--- config.mk ---
export PLATFORM = sky130hd
export DESIGN_NAME = smcc_host
export DESIGN_NICKNAME = d
export VERILOG_FILES = /design/src/rtl/smcc_pkg.sv /design/src/rtl/smcc_classify.sv /design/src/rtl/smcc_host.sv
export VERILOG_INCLUDE_DIRS = /design/src /design/src/rtl
export SDC_FILE = /design/constraint.sdc
export NUM_CORES = 1
export LEC_CHECK = 0
export ABC_CLOCK_PERIOD_IN_PS = 4400
export BUFFER_PORTS_ARGS = -buffer_cell sky130_fd_sc_hd__buf_2
export CAP_MARGIN = 20
export CORE_UTILIZATION = 39
export CTS_CLUSTER_DIAMETER = 50
export DETAILED_ROUTE_END_ITERATION = 8
export GPL_TIMING_DRIVEN = 0
export PLACE_DENSITY = 0.73
export SETUP_SLACK_MARGIN = 0.15
export SYNTH_ARGS = -nofsm -noshare
export SYNTH_HDL_FRONTEND = slang
export SYNTH_HIERARCHICAL = 1
export SYNTH_SLANG_ARGS = --single-unit
--- constraint.sdc ---
create_clock -name i_clk -period 4.4 [get_ports i_clk]
set_clock_uncertainty 0.05 [all_clocks]
set_input_delay 0.44 -clock i_clk [delete_from_list [all_inputs] [get_ports i_clk]]
set_output_delay 0.44 -clock i_clk [all_outputs]
set_load 0.02 [all_outputs]
--- src/rtl/smcc_defines.svh ---
// command field codes, field positions and widths for the management codec
`ifndef SMCC_DEFINES_SVH
`define SMCC_DEFINES_SVH

// ----------------------------------------------------------------
// field widths and positions
// ----------------------------------------------------------------
`define SMCC_CMD_W       12
`define SMCC_GRP_MSB     11
`define SMCC_GRP_LSB     4
`define SMCC_TOP_MSB     11
`define SMCC_TOP_LSB     7
`define SMCC_LOW_MSB     3
`define SMCC_ACT_MSB     3
`define SMCC_ACT_LSB     1
`define SMCC_WIRE_BIT    0
`define SMCC_A20_BIT     1
`define SMCC_HALT_BIT    3
`define SMCC_LINE_MSB    3
`define SMCC_LINE_LSB    2
`define SMCC_LVL_BIT     1
`define SMCC_CORE_MSB    6
`define SMCC_CORE_LSB    3
`define SMCC_STATE_MSB   2
`define SMCC_PAY_W       9
`define SMCC_KIND_W      5
`define SMCC_LINES       4
`define SMCC_CNT_W       4
`define SMCC_CNT_MAX     4'hf
`define SMCC_CNT_ZERO    4'h0
`define SMCC_CNT_ONE     4'h1

// ----------------------------------------------------------------
// eight-bit code groups, bits 11:4
// ----------------------------------------------------------------
`define SMCC_GRP_RSVD     8'h00
`define SMCC_GRP_LEG_IN   8'h01
`define SMCC_GRP_LEG_OUT  8'h02
`define SMCC_GRP_CLOCK_STOP_REQUEST   8'h03
`define SMCC_GRP_CATASTROPHIC_ERROR_CYCLE 8'h04
`define SMCC_GRP_HALT     8'h05
`define SMCC_GRP_STOPGNT  8'h06
`define SMCC_GRP_VIDFID   8'h07
`define SMCC_GRP_CACHE_WRITEBACK_INVALIDATE   8'h08
`define SMCC_GRP_CACHE_INVALIDATE_ONLY     8'h09
`define SMCC_GRP_MGMT_MODE_ACKNOWLEDGE   8'h0a
`define SMCC_GRP_LEGACY_IRQ_LINE_MESSAGE     8'h0b
`define SMCC_GRP_THROTTLE 8'h0c
`define SMCC_GRP_THERMAL  8'h0d
`define SMCC_GRP_VW_LO    8'h0e
`define SMCC_GRP_VW_HI    8'h0f

// ----------------------------------------------------------------
// five-bit prefixes, bits 11:7, and whole codes
// ----------------------------------------------------------------
`define SMCC_TOP_POWER_STATE_CONTROLLER     5'h02
`define SMCC_TOP_PSTATE   5'h03
`define SMCC_TOP_EXTP     5'h04
`define SMCC_TOP_CSTATE   5'h05
`define SMCC_CODE_INTPEND 12'h0e0
`define SMCC_CODE_VEND_LO 12'h0e2
`define SMCC_CODE_VEND_HI 12'h0ff

`endif

--- src/rtl/smcc_pkg.sv ---
// types shared by the management command codec files
package smcc_pkg;
  typedef enum logic [4:0] {
    KIND_RSVD     = 5'h00,
    KIND_LEG_IN   = 5'h01,
    KIND_LEG_OUT  = 5'h02,
    KIND_CLOCK_STOP_REQUEST   = 5'h03,
    KIND_CATASTROPHIC_ERROR_CYCLE = 5'h04,
    KIND_HALT     = 5'h05,
    KIND_STOPGNT  = 5'h06,
    KIND_VIDFID   = 5'h07,
    KIND_CACHE_WRITEBACK_INVALIDATE   = 5'h08,
    KIND_CACHE_INVALIDATE_ONLY     = 5'h09,
    KIND_MGMT_MODE_ACKNOWLEDGE   = 5'h0a,
    KIND_LEGACY_IRQ_LINE_MESSAGE     = 5'h0b,
    KIND_THROTTLE = 5'h0c,
    KIND_THERMAL  = 5'h0d,
    KIND_INTPEND  = 5'h0e,
    KIND_VENDOR   = 5'h0f,
    KIND_POWER_STATE_CONTROLLER     = 5'h10,
    KIND_PSTATE   = 5'h11,
    KIND_EXTP     = 5'h12,
    KIND_CSTATE   = 5'h13
  } smcc_kind_t;

  typedef enum logic [1:0] {
    TX_IDLE = 2'h1,
    TX_HOLD = 2'h2
  } smcc_tx_state_t;
endpackage

--- src/rtl/smcc_classify.sv ---
// sorts a 12-bit management command code into its message kind
`timescale 1ns/1ps
`default_nettype none
`include "smcc_defines.svh"

module smcc_classify (
  input  wire logic [11:0]       i_cmd,
  output smcc_pkg::smcc_kind_t   o_kind
);
  logic [7:0] grp;
  logic [4:0] top;

  assign grp = i_cmd[`SMCC_GRP_MSB:`SMCC_GRP_LSB];
  assign top = i_cmd[`SMCC_TOP_MSB:`SMCC_TOP_LSB];

  always_comb begin
    o_kind = smcc_pkg::KIND_RSVD;
    if (top == `SMCC_TOP_POWER_STATE_CONTROLLER) begin
      o_kind = smcc_pkg::KIND_POWER_STATE_CONTROLLER;
    end else if (top == `SMCC_TOP_PSTATE) begin
      o_kind = smcc_pkg::KIND_PSTATE;
    end else if (top == `SMCC_TOP_EXTP) begin
      o_kind = smcc_pkg::KIND_EXTP;
    end else if (top == `SMCC_TOP_CSTATE) begin
      o_kind = smcc_pkg::KIND_CSTATE;
    end else begin
      case (grp)
        `SMCC_GRP_LEG_IN:   o_kind = smcc_pkg::KIND_LEG_IN;
        `SMCC_GRP_LEG_OUT:  o_kind = smcc_pkg::KIND_LEG_OUT;
        `SMCC_GRP_CLOCK_STOP_REQUEST:   o_kind = smcc_pkg::KIND_CLOCK_STOP_REQUEST;
        `SMCC_GRP_CATASTROPHIC_ERROR_CYCLE: o_kind = smcc_pkg::KIND_CATASTROPHIC_ERROR_CYCLE;
        `SMCC_GRP_HALT:     o_kind = smcc_pkg::KIND_HALT;
        `SMCC_GRP_STOPGNT:  o_kind = smcc_pkg::KIND_STOPGNT;
        `SMCC_GRP_VIDFID:   o_kind = smcc_pkg::KIND_VIDFID;
        `SMCC_GRP_CACHE_WRITEBACK_INVALIDATE:   o_kind = smcc_pkg::KIND_CACHE_WRITEBACK_INVALIDATE;
        `SMCC_GRP_CACHE_INVALIDATE_ONLY:     o_kind = smcc_pkg::KIND_CACHE_INVALIDATE_ONLY;
        `SMCC_GRP_MGMT_MODE_ACKNOWLEDGE:   o_kind = smcc_pkg::KIND_MGMT_MODE_ACKNOWLEDGE;
        `SMCC_GRP_LEGACY_IRQ_LINE_MESSAGE:     o_kind = smcc_pkg::KIND_LEGACY_IRQ_LINE_MESSAGE;
        `SMCC_GRP_THROTTLE: o_kind = smcc_pkg::KIND_THROTTLE;
        // clear low bit is a reserved code
        `SMCC_GRP_THERMAL: begin
          if (i_cmd[`SMCC_WIRE_BIT]) begin
            o_kind = smcc_pkg::KIND_THERMAL;
          end
        end
        `SMCC_GRP_VW_LO, `SMCC_GRP_VW_HI: begin
          if (i_cmd == `SMCC_CODE_INTPEND) begin
            o_kind = smcc_pkg::KIND_INTPEND;
          end else if (i_cmd >= `SMCC_CODE_VEND_LO) begin
            o_kind = smcc_pkg::KIND_VENDOR;
          end
        end
        default: o_kind = smcc_pkg::KIND_RSVD;
      endcase
    end
  end
endmodule
`default_nettype wire

--- src/rtl/smcc_host.sv ---
// host-side encoder and decoder of management command codes
`timescale 1ns/1ps
`default_nettype none
`include "smcc_defines.svh"

// Functional notes
// - one 12-bit code layout both directions
// - upper eight bits zero is reserved
// - group 01: numeric ignore bit0, a20 bit1
// - group 02: float error bit0, rest reserved
// - group 03: clock stop bit0, action 3:1
// - group 04: catastrophic_error_cycle, low bits implementation-specific
// - group 05: halt, bit3 exit flag
// - group 06: stop grant, action 3:1
// - group 07: voltage/frequency change, opaque low bits
// - groups 08/09: cache flush cycles, opaque bits
// - group 0a: management mode acknowledge bit0
// - group 0b: irq line select, level bit1
// - keep irq asserts and deasserts balanced
// - group 0c: throttling active flag bit0
// - group 0d bit0 set: thermal trip
// - 0e0 pending, 0e1 reserved, vendor above
// - prefix 00010 routes to power controller
// - core performance change, downstream only
// - extended performance change, same field layout
// - programmable core and state counts
// - prefix 00101 core idle change; 300+ reserved
// - wire bit one means asserted
module smcc_host (
  input  wire logic        i_clk,
  input  wire logic        i_rst_n,
  // downstream requests from host logic
  input  wire logic        i_tx_valid,
  input  wire logic [4:0]  i_tx_kind,
  input  wire logic [8:0]  i_tx_data,
  input  wire logic [4:0]  i_core_count,
  input  wire logic [3:0]  i_pstate_count,
  output logic             o_tx_ready,
  output logic             o_tx_refused,
  // downstream command toward the link
  output logic             o_tx_valid,
  output logic [11:0]      o_tx_cmd,
  input  wire logic        i_tx_accept,
  // upstream command from the link
  input  wire logic        i_rx_valid,
  input  wire logic [11:0] i_rx_cmd,
  // decoded upstream state
  output logic             o_numeric_error_ignore_wire,
  output logic             o_address_bit20_mask_wire,
  output logic             o_clock_stop_request,
  output logic [2:0]       o_power_action_code,
  output logic [3:0]       o_irq_level,
  output logic             o_rx_event,
  output logic [4:0]       o_rx_kind,
  output logic [8:0]       o_rx_payload,
  output logic             o_rx_drop,
  output logic             o_core_valid,
  output logic             o_core_idle,
  output logic [3:0]       o_core_num,
  output logic [2:0]       o_core_state
);

  // ----------------------------------------------------------------
  // downstream encoder
  // ----------------------------------------------------------------
  smcc_pkg::smcc_tx_state_t tx_state;
  smcc_pkg::smcc_kind_t     tx_kind;
  logic [11:0]              next_tx_cmd;
  logic                     next_tx_ok;
  logic [3:0]               tx_low;
  logic [6:0]               tx_core;
  logic                     tx_take;

  assign tx_kind = smcc_pkg::smcc_kind_t'(i_tx_kind);
  assign tx_low  = i_tx_data[`SMCC_LOW_MSB:0];
  assign tx_core = i_tx_data[`SMCC_CORE_MSB:0];
  assign tx_take = i_tx_valid && o_tx_ready;

  // per-core field check against the programmed counts
  function automatic logic core_fits(input logic [6:0] f,
                                     input logic [4:0] cores,
                                     input logic [3:0] states);
    logic [4:0] c;
    logic [3:0] s;
    c = {1'b0, f[`SMCC_CORE_MSB:`SMCC_CORE_LSB]};
    s = {1'b0, f[`SMCC_STATE_MSB:0]};
    core_fits = (c < cores) && (s < states);
  endfunction

  always_comb begin
    next_tx_cmd = {`SMCC_GRP_RSVD, 4'h0};
    next_tx_ok  = 1'b1;
    case (tx_kind)
      smcc_pkg::KIND_LEG_IN:
        next_tx_cmd = {`SMCC_GRP_LEG_IN, 2'h0, tx_low[1:0]};
      smcc_pkg::KIND_LEG_OUT:
        next_tx_cmd = {`SMCC_GRP_LEG_OUT, 3'h0, tx_low[0]};
      smcc_pkg::KIND_CLOCK_STOP_REQUEST:
        next_tx_cmd = {`SMCC_GRP_CLOCK_STOP_REQUEST, tx_low};
      smcc_pkg::KIND_CATASTROPHIC_ERROR_CYCLE:
        next_tx_cmd = {`SMCC_GRP_CATASTROPHIC_ERROR_CYCLE, tx_low};
      smcc_pkg::KIND_HALT:
        next_tx_cmd = {`SMCC_GRP_HALT, tx_low};
      smcc_pkg::KIND_STOPGNT:
        next_tx_cmd = {`SMCC_GRP_STOPGNT, tx_low[3:1], 1'b0};
      smcc_pkg::KIND_VIDFID:
        next_tx_cmd = {`SMCC_GRP_VIDFID, tx_low};
      smcc_pkg::KIND_CACHE_WRITEBACK_INVALIDATE:
        next_tx_cmd = {`SMCC_GRP_CACHE_WRITEBACK_INVALIDATE, tx_low};
      smcc_pkg::KIND_CACHE_INVALIDATE_ONLY:
        next_tx_cmd = {`SMCC_GRP_CACHE_INVALIDATE_ONLY, tx_low};
      smcc_pkg::KIND_MGMT_MODE_ACKNOWLEDGE:
        next_tx_cmd = {`SMCC_GRP_MGMT_MODE_ACKNOWLEDGE, tx_low};
      smcc_pkg::KIND_LEGACY_IRQ_LINE_MESSAGE:
        next_tx_cmd = {`SMCC_GRP_LEGACY_IRQ_LINE_MESSAGE, tx_low[3:1], 1'b0};
      smcc_pkg::KIND_THROTTLE:
        next_tx_cmd = {`SMCC_GRP_THROTTLE, tx_low};
      smcc_pkg::KIND_THERMAL:
        next_tx_cmd = {`SMCC_GRP_THERMAL, tx_low[3:1], 1'b1};
      smcc_pkg::KIND_INTPEND:
        next_tx_cmd = `SMCC_CODE_INTPEND;
      smcc_pkg::KIND_VENDOR: begin
        next_tx_cmd = {3'h0, i_tx_data};
        next_tx_ok  = ({3'h0, i_tx_data} >= `SMCC_CODE_VEND_LO)
                   && ({3'h0, i_tx_data} <= `SMCC_CODE_VEND_HI);
      end
      smcc_pkg::KIND_POWER_STATE_CONTROLLER:
        next_tx_cmd = {`SMCC_TOP_POWER_STATE_CONTROLLER, tx_core};
      smcc_pkg::KIND_PSTATE: begin
        next_tx_cmd = {`SMCC_TOP_PSTATE, tx_core};
        next_tx_ok  = core_fits(tx_core, i_core_count, i_pstate_count);
      end
      smcc_pkg::KIND_EXTP: begin
        next_tx_cmd = {`SMCC_TOP_EXTP, tx_core};
        next_tx_ok  = core_fits(tx_core, i_core_count, i_pstate_count);
      end
      smcc_pkg::KIND_CSTATE:
        next_tx_cmd = {`SMCC_TOP_CSTATE, tx_core};
      // reserved or unknown kinds are never sent
      default:
        next_tx_ok = 1'b0;
    endcase
  end

  // one command held until the link takes it; no queue behind it
  always_ff @(posedge i_clk or negedge i_rst_n) begin
    if (!i_rst_n) begin
      tx_state   <= smcc_pkg::TX_IDLE;
      o_tx_ready <= 1'b1;
      o_tx_valid <= 1'b0;
      o_tx_cmd   <= {`SMCC_GRP_RSVD, 4'h0};
    end else begin
      case (tx_state)
        smcc_pkg::TX_IDLE: begin
          if (tx_take && next_tx_ok) begin
            tx_state   <= smcc_pkg::TX_HOLD;
            o_tx_ready <= 1'b0;
            o_tx_valid <= 1'b1;
            o_tx_cmd   <= next_tx_cmd;
          end
        end
        smcc_pkg::TX_HOLD: begin
          if (i_tx_accept) begin
            tx_state   <= smcc_pkg::TX_IDLE;
            o_tx_ready <= 1'b1;
            o_tx_valid <= 1'b0;
          end
        end
        default: begin
          tx_state   <= smcc_pkg::TX_IDLE;
          o_tx_ready <= 1'b1;
          o_tx_valid <= 1'b0;
        end
      endcase
    end
  end

  always_ff @(posedge i_clk or negedge i_rst_n) begin
    if (!i_rst_n) begin
      o_tx_refused <= 1'b0;
    end else begin
      o_tx_refused <= tx_take && !next_tx_ok;
    end
  end

  // ----------------------------------------------------------------
  // upstream decoder
  // ----------------------------------------------------------------
  smcc_pkg::smcc_kind_t rx_kind;
  logic                 rx_up_only_bad;
  logic                 rx_core_kind;

  smcc_classify u_classify (
    .i_cmd  (i_rx_cmd),
    .o_kind (rx_kind)
  );

  // core performance changes never travel upstream, so drop them
  assign rx_up_only_bad = (rx_kind == smcc_pkg::KIND_PSTATE);
  assign rx_core_kind   = (rx_kind == smcc_pkg::KIND_EXTP)
                       || (rx_kind == smcc_pkg::KIND_CSTATE);

  always_ff @(posedge i_clk or negedge i_rst_n) begin
    if (!i_rst_n) begin
      o_numeric_error_ignore_wire <= 1'b0;
      o_address_bit20_mask_wire   <= 1'b0;
    end else if (i_rx_valid && rx_kind == smcc_pkg::KIND_LEG_IN) begin
      o_numeric_error_ignore_wire <= i_rx_cmd[`SMCC_WIRE_BIT];
      o_address_bit20_mask_wire   <= i_rx_cmd[`SMCC_A20_BIT];
    end
  end

  always_ff @(posedge i_clk or negedge i_rst_n) begin
    if (!i_rst_n) begin
      o_clock_stop_request <= 1'b0;
      o_power_action_code  <= 3'h0;
    end else if (i_rx_valid && rx_kind == smcc_pkg::KIND_CLOCK_STOP_REQUEST) begin
      o_clock_stop_request <= i_rx_cmd[`SMCC_WIRE_BIT];
      o_power_action_code  <= i_rx_cmd[`SMCC_ACT_MSB:`SMCC_ACT_LSB];
    end
  end

  // per-line assert counters; saturate so a sender imbalance cannot wrap
  genvar gl;
  generate
    for (gl = 0; gl < `SMCC_LINES; gl = gl + 1) begin : g_line
      logic [3:0] cnt;
      logic       hit;
      assign hit = i_rx_valid && (rx_kind == smcc_pkg::KIND_LEGACY_IRQ_LINE_MESSAGE)
                && (i_rx_cmd[`SMCC_LINE_MSB:`SMCC_LINE_LSB] == 2'(gl));
      always_ff @(posedge i_clk or negedge i_rst_n) begin
        if (!i_rst_n) begin
          cnt <= `SMCC_CNT_ZERO;
        end else if (hit && i_rx_cmd[`SMCC_LVL_BIT]) begin
          if (cnt != `SMCC_CNT_MAX) begin
            cnt <= cnt + `SMCC_CNT_ONE;
          end
        end else if (hit && cnt != `SMCC_CNT_ZERO) begin
          cnt <= cnt - `SMCC_CNT_ONE;
        end
      end
      always_ff @(posedge i_clk or negedge i_rst_n) begin
        if (!i_rst_n) begin
          o_irq_level[gl] <= 1'b0;
        end else if (hit && i_rx_cmd[`SMCC_LVL_BIT]) begin
          o_irq_level[gl] <= 1'b1;
        end else if (hit) begin
          o_irq_level[gl] <= (cnt > `SMCC_CNT_ONE);
        end
      end
    end
  endgenerate

  // generic event report; reserved and refused codes only raise drop
  always_ff @(posedge i_clk or negedge i_rst_n) begin
    if (!i_rst_n) begin
      o_rx_event   <= 1'b0;
      o_rx_drop    <= 1'b0;
      o_rx_kind    <= 5'h00;
      o_rx_payload <= 9'h000;
    end else begin
      o_rx_event <= 1'b0;
      o_rx_drop  <= 1'b0;
      if (i_rx_valid) begin
        if (rx_kind == smcc_pkg::KIND_RSVD || rx_up_only_bad) begin
          o_rx_drop <= 1'b1;
        end else begin
          o_rx_event   <= 1'b1;
          o_rx_kind    <= rx_kind;
          o_rx_payload <= i_rx_cmd[`SMCC_PAY_W-1:0];
        end
      end
    end
  end

  // core change fields, only for kinds that carry them
  always_ff @(posedge i_clk or negedge i_rst_n) begin
    if (!i_rst_n) begin
      o_core_valid <= 1'b0;
      o_core_idle  <= 1'b0;
      o_core_num   <= 4'h0;
      o_core_state <= 3'h0;
    end else begin
      o_core_valid <= i_rx_valid && rx_core_kind;
      if (i_rx_valid && rx_core_kind) begin
        o_core_idle  <= (rx_kind == smcc_pkg::KIND_CSTATE);
        o_core_num   <= i_rx_cmd[`SMCC_CORE_MSB:`SMCC_CORE_LSB];
        o_core_state <= i_rx_cmd[`SMCC_STATE_MSB:0];
      end
    end
  end

  // ----------------------------------------------------------------
  // checks
  // ----------------------------------------------------------------
  no_rsvd_send_a: assert property (
    @(posedge i_clk) disable iff (!i_rst_n)
    o_tx_valid |-> o_tx_cmd[`SMCC_GRP_MSB:`SMCC_GRP_LSB] != `SMCC_GRP_RSVD
      && o_tx_cmd != `SMCC_CODE_INTPEND + 12'h001
  ) else $error("reserved code sent");

  cmd_hold_a: assert property (
    @(posedge i_clk) disable iff (!i_rst_n)
    o_tx_valid && !i_tx_accept |=> o_tx_valid && $stable(o_tx_cmd)
  ) else $error("command changed before accept");

  take_answer_a: assert property (
    @(posedge i_clk) disable iff (!i_rst_n)
    tx_take |=> (o_tx_valid ^ o_tx_refused) && (o_tx_ready == o_tx_refused)
  ) else $error("taken request gave no answer");

  legout_rsvd_a: assert property (
    @(posedge i_clk) disable iff (!i_rst_n)
    o_tx_valid && o_tx_cmd[11:4] == `SMCC_GRP_LEG_OUT |-> o_tx_cmd[3:1] == 3'h0
  ) else $error("float error reserved bits set");

  grant_rsvd_a: assert property (
    @(posedge i_clk) disable iff (!i_rst_n)
    o_tx_valid && o_tx_cmd[11:4] == `SMCC_GRP_STOPGNT |-> !o_tx_cmd[0]
  ) else $error("stop grant bit0 set");

  legacy_irq_line_message_rsvd_a: assert property (
    @(posedge i_clk) disable iff (!i_rst_n)
    o_tx_valid && o_tx_cmd[11:4] == `SMCC_GRP_LEGACY_IRQ_LINE_MESSAGE |-> !o_tx_cmd[0]
  ) else $error("irq line bit0 set");

  thermal_bit_a: assert property (
    @(posedge i_clk) disable iff (!i_rst_n)
    o_tx_valid && o_tx_cmd[11:4] == `SMCC_GRP_THERMAL |-> o_tx_cmd[0]
  ) else $error("thermal code with clear bit0");

  wire_track_a: assert property (
    @(posedge i_clk) disable iff (!i_rst_n)
    i_rx_valid && i_rx_cmd[11:4] == `SMCC_GRP_LEG_IN
      |=> o_numeric_error_ignore_wire == $past(i_rx_cmd[0])
       && o_address_bit20_mask_wire == $past(i_rx_cmd[1])
  ) else $error("legacy input wires not updated");

  stop_track_a: assert property (
    @(posedge i_clk) disable iff (!i_rst_n)
    i_rx_valid && i_rx_cmd[11:4] == `SMCC_GRP_CLOCK_STOP_REQUEST
      |=> o_clock_stop_request == $past(i_rx_cmd[0])
       && o_power_action_code == $past(i_rx_cmd[3:1])
  ) else $error("clock stop state not updated");

  rsvd_drop_a: assert property (
    @(posedge i_clk) disable iff (!i_rst_n)
    i_rx_valid && (i_rx_cmd[11:4] == `SMCC_GRP_RSVD || i_rx_cmd[11:8] >= 4'h3)
      |=> o_rx_drop && !o_rx_event && !o_core_valid
  ) else $error("reserved code acted on");

  pstate_up_a: assert property (
    @(posedge i_clk) disable iff (!i_rst_n)
    i_rx_valid && i_rx_cmd[11:7] == `SMCC_TOP_PSTATE |=> o_rx_drop
  ) else $error("upstream performance change accepted");

  power_state_controller_route_a: assert property (
    @(posedge i_clk) disable iff (!i_rst_n)
    i_rx_valid && i_rx_cmd[11:7] == `SMCC_TOP_POWER_STATE_CONTROLLER
      |=> o_rx_event && o_rx_kind == smcc_pkg::KIND_POWER_STATE_CONTROLLER && !o_core_valid
  ) else $error("controller code misrouted");

  idle_fields_a: assert property (
    @(posedge i_clk) disable iff (!i_rst_n)
    i_rx_valid && i_rx_cmd[11:7] == `SMCC_TOP_CSTATE
      |=> o_core_valid && o_core_idle && o_core_num == $past(i_rx_cmd[6:3])
  ) else $error("idle change fields wrong");

endmodule
`default_nettype wire

==> flow_summary.ini, run 1 <==
[run_status]
status = complete, no violations

[power]
peakVddDrop_v = 0.000135
combinationalPowerShare_pct = 24.9
p_leak_nw = 2.23
power.density_mw_per_mm2 = 363
internal_power_mw = 1.10
clockPowerShare_pct = 31.3
p_seq_share_pct = 43.8
switching_share_pct = 32.1
power_switching_mw = 0.521

[clocking]
clock_latency_ns = 0.34
cts_tree = done
clock_path_buffers = 2
post_cts.repair.setup_buffers = 0
clock-sinks = 64
ctsResizeCount = 0
cts_hold_buf = 0
htree_levels = 3
cts-root-buf = clkbuf_8
clk_pin_slew_worst_paths_ns = 0.08
cts-buffers-inserted = 9

[floorplanning]
row_count = 35
ios = 90
placeableCoreArea_mm2 = 0.00920
start_util_pct = 40.2
die_area_mm2 = 0.00987
fp.dieW_um = 99.3
die_h_um = 99.3

[placement]
place.gp.congestion = 0.871
place_inst = 561
io_buffers = 86
detailed_place_hpwl_um = 6290

[setup_path]
worstSetupEndpointType = flop
crit_required_ns = 4.59
crit_type = input port to flop
r2r_setup_slack_ns = 2.70
slowest_stage = o41ai_2
worstPathCellList = buf_2 > xnor2_1 > nor3_1 > nand2_1 > o21ai_1 > xor2_1 > o41ai_2 > clkbuf_1 > inv_2 > nand2_1 > nand2_1
worst_setup_path_start_kind = input port
cpMostUsedCell = nand2_1
cp_max_fo = 10
cpPeakStageDelay_ns = 0.71
reg2reg_depth = 6
crit_arrival_ns = 3.28

[grt]
grt_usage_pct = 18.0
grt_pass1_wl_um = 14100
antenna_found_initial = 0
grt_max_degree = 65
grt-ovfl-total = 0
grt_pass1_vias = 3096

[detailed_routing]
wl_per_cell_um = 14.6
postRouteAntennaNets = 0
first_pass_iters = 4
drt_first_iter_violations = 98
dr_total_vias = 3068
wirelength_um = 8450
viasPerCell = 5.32
drc = 0

[layout]
area_growth_pct = 21.0
layout_commonest_cell = buf_2
final_nets = 518
instances_no_fill = 577
antenna_cells = 0
fillers = 844
drive_gt1_share_pct = 32.4
final_cell_mix = 86 x buf_2, 63 x dfrtp_1, 51 x nand2_1, 23 x mux2_2, 20 x inv_1

[synth]
synth_flop_cell = dfrtp_1
async_reset_ff_share_pct = 100
yosys.cell_types.count = 62
ys_seq_area_share_pct = 43.4
syn_inst = 363
yosys.area.top_type = dfrtp_1
avgSynthCellArea_um2 = 10.2
synth_edf_count = 0
syn_area_mm2 = 0.00369
synth_top_area_share_pct = 42.7
synth_area_leaders = dfrtp_1 43%, mux2_2 7.0%, ha_1 5.8%, nand2_1 5.2%, xnor2_1 3.8%
ys_seq_elements = 64
synth_warnings = 6

[timing]
fin_crit_sh_pct = 70.2
rsz0062_at_grt = false
tightest_slew_ns = 0.969
hold_viol = 0
slew-limit-headroom_pct = 34.8
final_max_slew_viol_count = 0
setup_viol = 0
fin_tns_setup_ns = 0
max_clock_freq_mhz = 324
min_period_ns = 3.09

[job]
drv_cap = 0

[worst_hold_path]
worstHoldPathType = input port to asynchronous set/reset pin
## state kept, by name, summed over array words and instances (netlist names), 3 cells and up
| name | cells |
|---|---|
| o_core_num | 4 |
| o_rx_kind | 5 |
| g_line.cnt | 16 |
| o_tx_cmd | 10 |
| o_core_state | 3 |
| o_power_action_code | 3 |
| o_irq_level | 4 |
| o_rx_payload | 9 |
## path summary, 6_finish.rpt
kind / end / from
max: o_rx_payload[7] / i_rx_cmd[8]
min: o_irq_level[0] / i_rst_n
max reg2reg: g_line[2].cnt[3] / g_line[2].cnt[0]
min reg2reg: o_rx_kind[3] / o_rx_kind[3]
max in group asynchronous: o_core_num[3] / i_rst_n
min in group i_clk: tx_state[0] / i_tx_accept
## logic make-up after synthesis
| kind of cell | Yosys count | share of synthesized area, % |
|---|---|---|
| fa+ha+maj | 17 | 5.76 |
| mux | 37 | 11.5 |
| compound gates | 60 | 11.6 |
| simple gates | 129 | 18.6 |
| buf+inv | 36 | 4.47 |
| flops | 64 | 43.4 |
| xor+xnor | 19 | 4.50 |
| other cells | 1 | 0.101 |
## per-layer routing
metal,up-vias,routed length (um),global-route usage (%)
met3,14,491,4.15
li1,1465,-,-
met5,-,0,0
met1,1483,3610,21.5
met4,0,169,7.92
met2,106,4170,31.0
## synthesized netlist by cell type, drive strengths merged, types with 5 or more instances
| cell | number |
|---|---|
| nand3 | 9 |
| and3 | 6 |
| xnor2 | 16 |
| nand4 | 7 |
| dfrtp | 63 |
| o21ai | 21 |
| nor4 | 5 |
| ha | 17 |
| buf | 5 |
| a21oi | 13 |
| nand2 | 51 |
| mux2i | 7 |
| nor3 | 10 |
| mux2 | 30 |
| nor2 | 14 |
| clkbuf | 9 |
| inv | 21 |
## cell type report
class / count / area, um^2 / area share (%)
sequential: 64 / 1600 / 35.9
tap: 111 / 139 / 3.11
clock buffer: 11 / 141 / 3.16
clock inverter: 5 / 57.6 / 1.29
multi-input combinational: 264 / 1930 / 43.2
inverter: 22 / 96.3 / 2.16
timing repair buffer: 86 / 433 / 9.69
buffer: 14 / 68.8 / 1.54
## critical path, delay by kind of cell
family / cells / cell delay (ns)
AOI/OAI and AO/OA: 2 / 0.98
xor gates and xnor gates: 2 / 0.28
buffers and inverters: 3 / 0.70
and+or+nand+nor: 4 / 0.87
## metrics by stage
step / setup slack (ns) / total power [mW] / instance area [um^2] / utilization (%) / hold slack [ns]
floorplan: 1.79 / 0.969 / 3700 / - / 0.0944
global placement: 1.04 / 1.12 / 4270 / 46.4 / 0.406
detailed placement: 0.929 / 1.13 / 4270 / 46.4 / 0.410
CTS: 1.29 / 1.65 / 4470 / 48.6 / 0.169
global route: 0.977 / 1.70 / 4470 / 48.6 / 0.198
finish: 1.31 / 1.62 / 4470 / 48.6 / 0.131
## power groups by stage
stage               combinational, mW  sequential [mW]  clock, mW
floorplan                       0.149            0.820          0
global placement                0.399            0.719          0
detailed placement              0.409            0.722          0
CTS                             0.409            0.713      0.525
global route                    0.438            0.721      0.546
finish                          0.404            0.712      0.508
Note: power is estimated with default switching activity, not from simulation.
==> inputs of run 2 (changes only) <==
--- a/config.mk
+++ b/config.mk
@@ -6,7 +6,7 @@
 export SDC_FILE = /design/constraint.sdc
 export NUM_CORES = 1
 export LEC_CHECK = 0
-export ABC_CLOCK_PERIOD_IN_PS = 4400
+export ABC_CLOCK_PERIOD_IN_PS = 3000
 export BUFFER_PORTS_ARGS = -buffer_cell sky130_fd_sc_hd__buf_2
 export CAP_MARGIN = 20
 export CORE_UTILIZATION = 39
==> constraint.sdc (replaced) <==
create_clock -name i_clk -period 3 [get_ports i_clk]
set_clock_uncertainty 0.05 [all_clocks]
set_input_delay 0.3 -clock i_clk [delete_from_list [all_inputs] [get_ports i_clk]]
set_output_delay 0.3 -clock i_clk [all_outputs]
set_load 0.02 [all_outputs]
==> run 2 against run 1 <==
Effect of this change:
- highest routed layer unchanged
- first-iteration DRC count increased by 1.0%
- largest cell class unchanged
- global-route usage unchanged
- non-clock buffer count unchanged
- register-to-register slack got worse by 1.4 ns
- critical path type unchanged
- the flow now finishes with violations (negative hold slack)
- sequential cell count unchanged
==> flow_summary.ini, run 2 (same netlist as run 1, synthesis figures left out) <==
[run_status]
status = finished, violations left
violations = negative hold slack

[layout]
instances_no_fill = 577
drive_gt1_share_pct = 33.0
final_cell_mix = 86 x buf_2, 63 x dfrtp_1, 51 x nand2_1, 23 x mux2_2, 20 x inv_1
area_growth_pct = 21.7
final_nets = 518
reg_top3 = g_line.cnt (16), o_tx_cmd (10), o_rx_payload (9)
largest_register_ffs = 16
fin_util_pct = 48.9
layout_commonest_cell = buf_2
largest_register = g_line.cnt
antenna_cells = 0

[timing]
min_period_ns = 2.63
timing.hold.ws_ns = -0.00888
tightest_slew_ns = 0.813
fin_ws_ns = 0.366
rsz0062_at_grt = false
slew-limit-headroom_pct = 45.8
max_clock_freq_mhz = 380
fin_crit_sh_pct = 87.8
final_max_slew_viol_count = 0
setup_viol = 0
hold_viol = 2

[setup_path]
crit_required_ns = 3.18
cp_max_fo = 8
worstPathCellList = buf_2 > or4_4 > a21oi_1 > nand4bb_1 > nor2_1 > and4_1 > clkbuf_1 > o21ai_1 > xnor2_1
slowest_stage = or4_4
r2r_setup_slack_ns = 1.30
worstSetupEndpointType = flop
crit_type = input port to flop
crit_arrival_ns = 2.81
cpPeakStageDelay_ns = 0.55
worst_setup_path_start_kind = input port

[floorplanning]
die_area_mm2 = 0.00987
row_count = 35
start_util_pct = 40.2
ios = 90
placeableCoreArea_mm2 = 0.00920
die_h_um = 99.3
fp.dieW_um = 99.3

[power]
power.density_mw_per_mm2 = 530
peakVddDrop_v = 0.000198
p_leak_nw = 2.24

[grt]
use_met1_pct = 21.5
grt_usage_pct = 18.0
grt_max_degree = 65
grt-busiest-layer = met2
grt_pass1_vias = 3096
grt_use_met3_pct = 4.15
use_met2_pct = 31.0
antenna_found_initial = 0
grt_pass1_wl_um = 14100
grt-ovfl-total = 0

[detailed_routing]
drc = 0
wirelength_um = 8500
dr_total_vias = 3082
wl_per_cell_um = 14.7
first_pass_iters = 4
viasPerCell = 5.34
postRouteAntennaNets = 0
drt_first_iter_violations = 99

[clocking]
clock_path_buffers = 2
htree_levels = 3
clock_latency_ns = 0.34
clock-sinks = 64
clk_pin_slew_worst_paths_ns = 0.07
cts_tree = done
cts-buffers-inserted = 9
cts-root-buf = clkbuf_8

[placement]
place.gp.congestion = 0.871
pre_cts_slack_ns = -0.331
io_buffers = 86
detailed_place_hpwl_um = 6290
place_inst = 561

[worst_hold_path]
worstHoldPathType = input port to asynchronous set/reset pin

[job]
drv_cap = 0
-- run 2: cell counts in the layout (fill, tap and decap cells not counted) --
Identical to the previous run, type by type.
-- run 2: final cells by class --
type | instances | area [um^2]
plain buffers | 14 | 68.8
fillers | 844 | 4700
flip-flops and latches | 64 | 1600
clock inverters | 5 | 57.6
well taps | 111 | 139
clock buffers | 11 | 141
inverters | 22 | 96.3
repair buffers | 86 | 433
multi-input cells | 264 | 1960
-- run 2: what timing repair did --
| item | in CTS | in global routing |
|---|---|---|
| buffers inserted | 0 | 0 |
| resized for setup | 0 | 4 |
| setup endpoints to repair | 7 | 25 |
| hold buffers | 0 | 0 |
-- run 2: per-layer routing --
layer,part of all wire [%],vias up
li1,-,1461
met1,43,1502
met2,49,105
met3,5.8,14
met4,2.0,0
met5,0,-
-- run 2: path summary, 6_finish.rpt --
| path | startpoint | to | cells after the start |
|---|---|---|---|
| hold reg to reg | o_rx_kind[3] | o_rx_kind[3] | 2 |
| setup reg to reg | g_line[2].cnt[0] | g_line[2].cnt[3] | 6 |
| min in group i_clk | i_tx_accept | tx_state[0] | 3 |
| hold / removal | i_rst_n | o_irq_level[0] | 1 |
| max in group asynchronous | i_rst_n | o_tx_cmd[7] | 1 |
| setup / recovery | i_rx_cmd[11] | g_line[0].cnt[3] | 9 |
-- run 2: where the power goes --
part	switching (mW)	internal, mW
Combinational	0.364	0.233
Clock	0.341	0.405
Sequential	0.0635	0.981
Total	0.768	1.62
-- run 2: critical path, delay by kind of cell --
kind                      cells  cell delay [ns]
and+or+nand+nor               4             1.51
buffers and inverters         2             0.32
AOI/OAI and AO/OA             2             0.53
xor gates and xnor gates      1             0.13
-- run 2: per-stage QoR --
step	TNS [ns]	instance area [um^2]	total power, mW
after floorplan	0	3700	1.42
after global placement	-1.89	4270	1.64
after detailed placement	-3.37	4270	1.66
after CTS	0	4470	2.42
after global routing	0	4500	2.50
final	0	4500	2.39
==> inputs of run 3 (changes only) <==
--- a/config.mk
+++ b/config.mk
@@ -9,8 +9,11 @@
 export ABC_CLOCK_PERIOD_IN_PS = 3000
 export BUFFER_PORTS_ARGS = -buffer_cell sky130_fd_sc_hd__buf_2
 export CAP_MARGIN = 20
+export CORE_MARGIN = 2
 export CORE_UTILIZATION = 39
+export CTS_BUF_LIST = sky130_fd_sc_hd__clkbuf_8
 export CTS_CLUSTER_DIAMETER = 50
+export CTS_CLUSTER_SIZE = 40
 export DETAILED_ROUTE_END_ITERATION = 8
 export GPL_TIMING_DRIVEN = 0
 export PLACE_DENSITY = 0.73
==> run 3 against run 2 <==
Effect of this change:
- the flow now finishes without violations
- via count down 0.65%
- routed wire length decreased by 0.12%
- cell count up 0.17%
- sequential share of layout area down 0.21 points
- register-to-register slack hardly changed
- core utilization is 0.29 points higher
- critical path depth fell by 1
- worst setup slack better by 0.064 ns
==> flow_summary.ini, run 3 (same netlist as run 1, synthesis figures left out) <==
[run_status]
status = complete, no violations

[layout]
area_growth_pct = 22.5
antenna_cells = 0
largest_register = g_line.cnt
largest_register_ffs = 16
reg_top3 = g_line.cnt (16), o_tx_cmd (10), o_rx_payload (9)
final_cell_mix = 87 x buf_2, 63 x dfrtp_1, 51 x nand2_1, 23 x mux2_2, 20 x inv_1
instances_no_fill = 578
drive_gt1_share_pct = 33.4
layout_commonest_cell = buf_2
fin_util_pct = 49.2
final_nets = 520

[setup_path]
r2r_setup_slack_ns = 1.29
crit_type = input port to flop
worst_setup_path_start_kind = input port
crit_end = g_line[0].cnt[2]
crit_arrival_ns = 2.78
path_depth = 8
r2r_start = g_line[2].cnt[0]
critPathBufInv = 1
worstPathCellList = buf_2 > or4_4 > a21oi_1 > nor4bb_1 > nand4_1 > mux2_2 > nand2_1 > xnor2_1
worstSetupEndpointType = flop
crit_required_ns = 3.21
cpPeakStageDelay_ns = 0.55
r2r-end = g_line[2].cnt[2]
slowest_stage = or4_4
startpoint = i_rx_cmd[11]
cp_max_fo = 5
cpLargestDelayFamily = simple AND/OR/NAND/NOR gates
reg2reg_depth = 6

[grt]
antenna_found_initial = 0
grt-ovfl-total = 0
grt_usage_pct = 17.3
grt_pass1_wl_um = 14000
grt_pass1_vias = 2990
grt_max_degree = 36

[detailed_routing]
viasPerCell = 5.30
wl_per_cell_um = 14.7
drc = 0
dr_total_vias = 3062
postRouteAntennaNets = 0
wirelength_um = 8490
first_pass_iters = 5
drt_first_iter_violations = 145

[timing]
min_period_ns = 2.57
final_max_slew_viol_count = 0
fin_crit_sh_pct = 85.7
setup_viol = 0
rsz0062_at_grt = false
tightest_slew_ns = 0.720
hold_viol = 0
slew-limit-headroom_pct = 52.0
max_clock_freq_mhz = 389

[job]
drv_cap = 0

[floorplanning]
start_util_pct = 40.2
row_count = 35
placeableCoreArea_mm2 = 0.00920
fp.dieW_um = 101
die_area_mm2 = 0.0103
ios = 90
die_h_um = 101

[placement]
io_buffers = 86
place.gp.congestion = 0.928
detailed_place_hpwl_um = 6360
place_inst = 562

[worst_hold_path]
worstHoldPathType = input port to flop

[clocking]
htree_levels = 3
clock_path_buffers = 2
clk_pin_slew_worst_paths_ns = 0.07
cts-buffers-inserted = 9
cts_tree = done
clock-sinks = 64
clock_latency_ns = 0.34
cts-root-buf = clkbuf_8

[power]
peakVddDrop_v = 0.000195
power.density_mw_per_mm2 = 526
p_leak_nw = 2.25
run 3: cell types whose count changed in the layout (fill, tap and decap cells not counted):
cell	delta
nor2_2	+1
buf_2	+1
buf_12	+1
nor2_1	-1
buf_4	-1
dlygate4sd3_1	+1
clkbuf_1	-1
run 3: power breakdown:
group          switching (mW)  internal, mW
combinational           0.363         0.236
clock                   0.338         0.400
sequential             0.0625         0.981
total                   0.763          1.62
run 3: metal layers:
metal	vias to the layer above	wire [um]	global-route usage, %
met5	-	0	0
met4	0	166	6.76
met3	13	535	5.24
met2	108	4120	28.6
met1	1466	3660	21.1
li1	1475	-	-
run 3: timing repair:
item | in CTS | in global routing
buffers inserted | 0 | 0
gates resized for setup | 0 | 5
endpoints found under the setup margin | 7 | 20
gates cloned | 0 | 0
hold endpoints to repair | 28 | 0
hold buffers | 1 | 0
run 3: worst min-delay path by stage:
stage | from | endpoint | slack (ns) | depth (start not counted)
after global routing | i_rx_cmd[8] | o_rx_payload[8] | 0.17 | 3
final | i_tx_accept | tx_state[0] | 0.16 | 3
after floorplan | i_rst_n | g_line[0].cnt[0] | -0.05 | 0
after detailed placement | i_rst_n | o_irq_level[0] | 0.36 | 1
after CTS | i_tx_accept | tx_state[0] | 0.14 | 3
after global placement | o_rx_payload[7] | o_rx_payload[7] | 0.40 | 2
run 3: tightest hold or removal path: stages:
cell and delay, ns:
buf_2 0.08, nor3b_1 0.04, nor2_1 0.08
run 3: final cells by class:
| type | instances | area [um^2] |
|---|---|---|
| sequential | 64 | 1600 |
| buffer | 14 | 68.8 |
| timing repair buffer | 88 | 460 |
| multi-input combinational | 264 | 1960 |
| fill | 871 | 4670 |
| inverter | 22 | 96.3 |
| tap | 111 | 139 |
| clock buffer | 10 | 138 |
| clock inverter | 5 | 57.6 |
run 3: through the flow:
| stage | hold WS, ns | setup TNS (ns) | setup slack (ns) | instance area [um^2] | power (mW) |
|---|---|---|---|---|---|
| after detailed placement | 0.359 | -2.87 | -0.290 | 4290 | 1.66 |
| after global routing | 0.168 | 0 | 0.250 | 4520 | 2.52 |
| after CTS | 0.135 | 0 | 0.0677 | 4490 | 2.41 |
| after global placement | 0.404 | -2.45 | -0.231 | 4270 | 1.64 |
| after floorplan | -0.0456 | 0 | 0.534 | 3700 | 1.42 |
| final | 0.158 | 0 | 0.429 | 4520 | 2.38 |
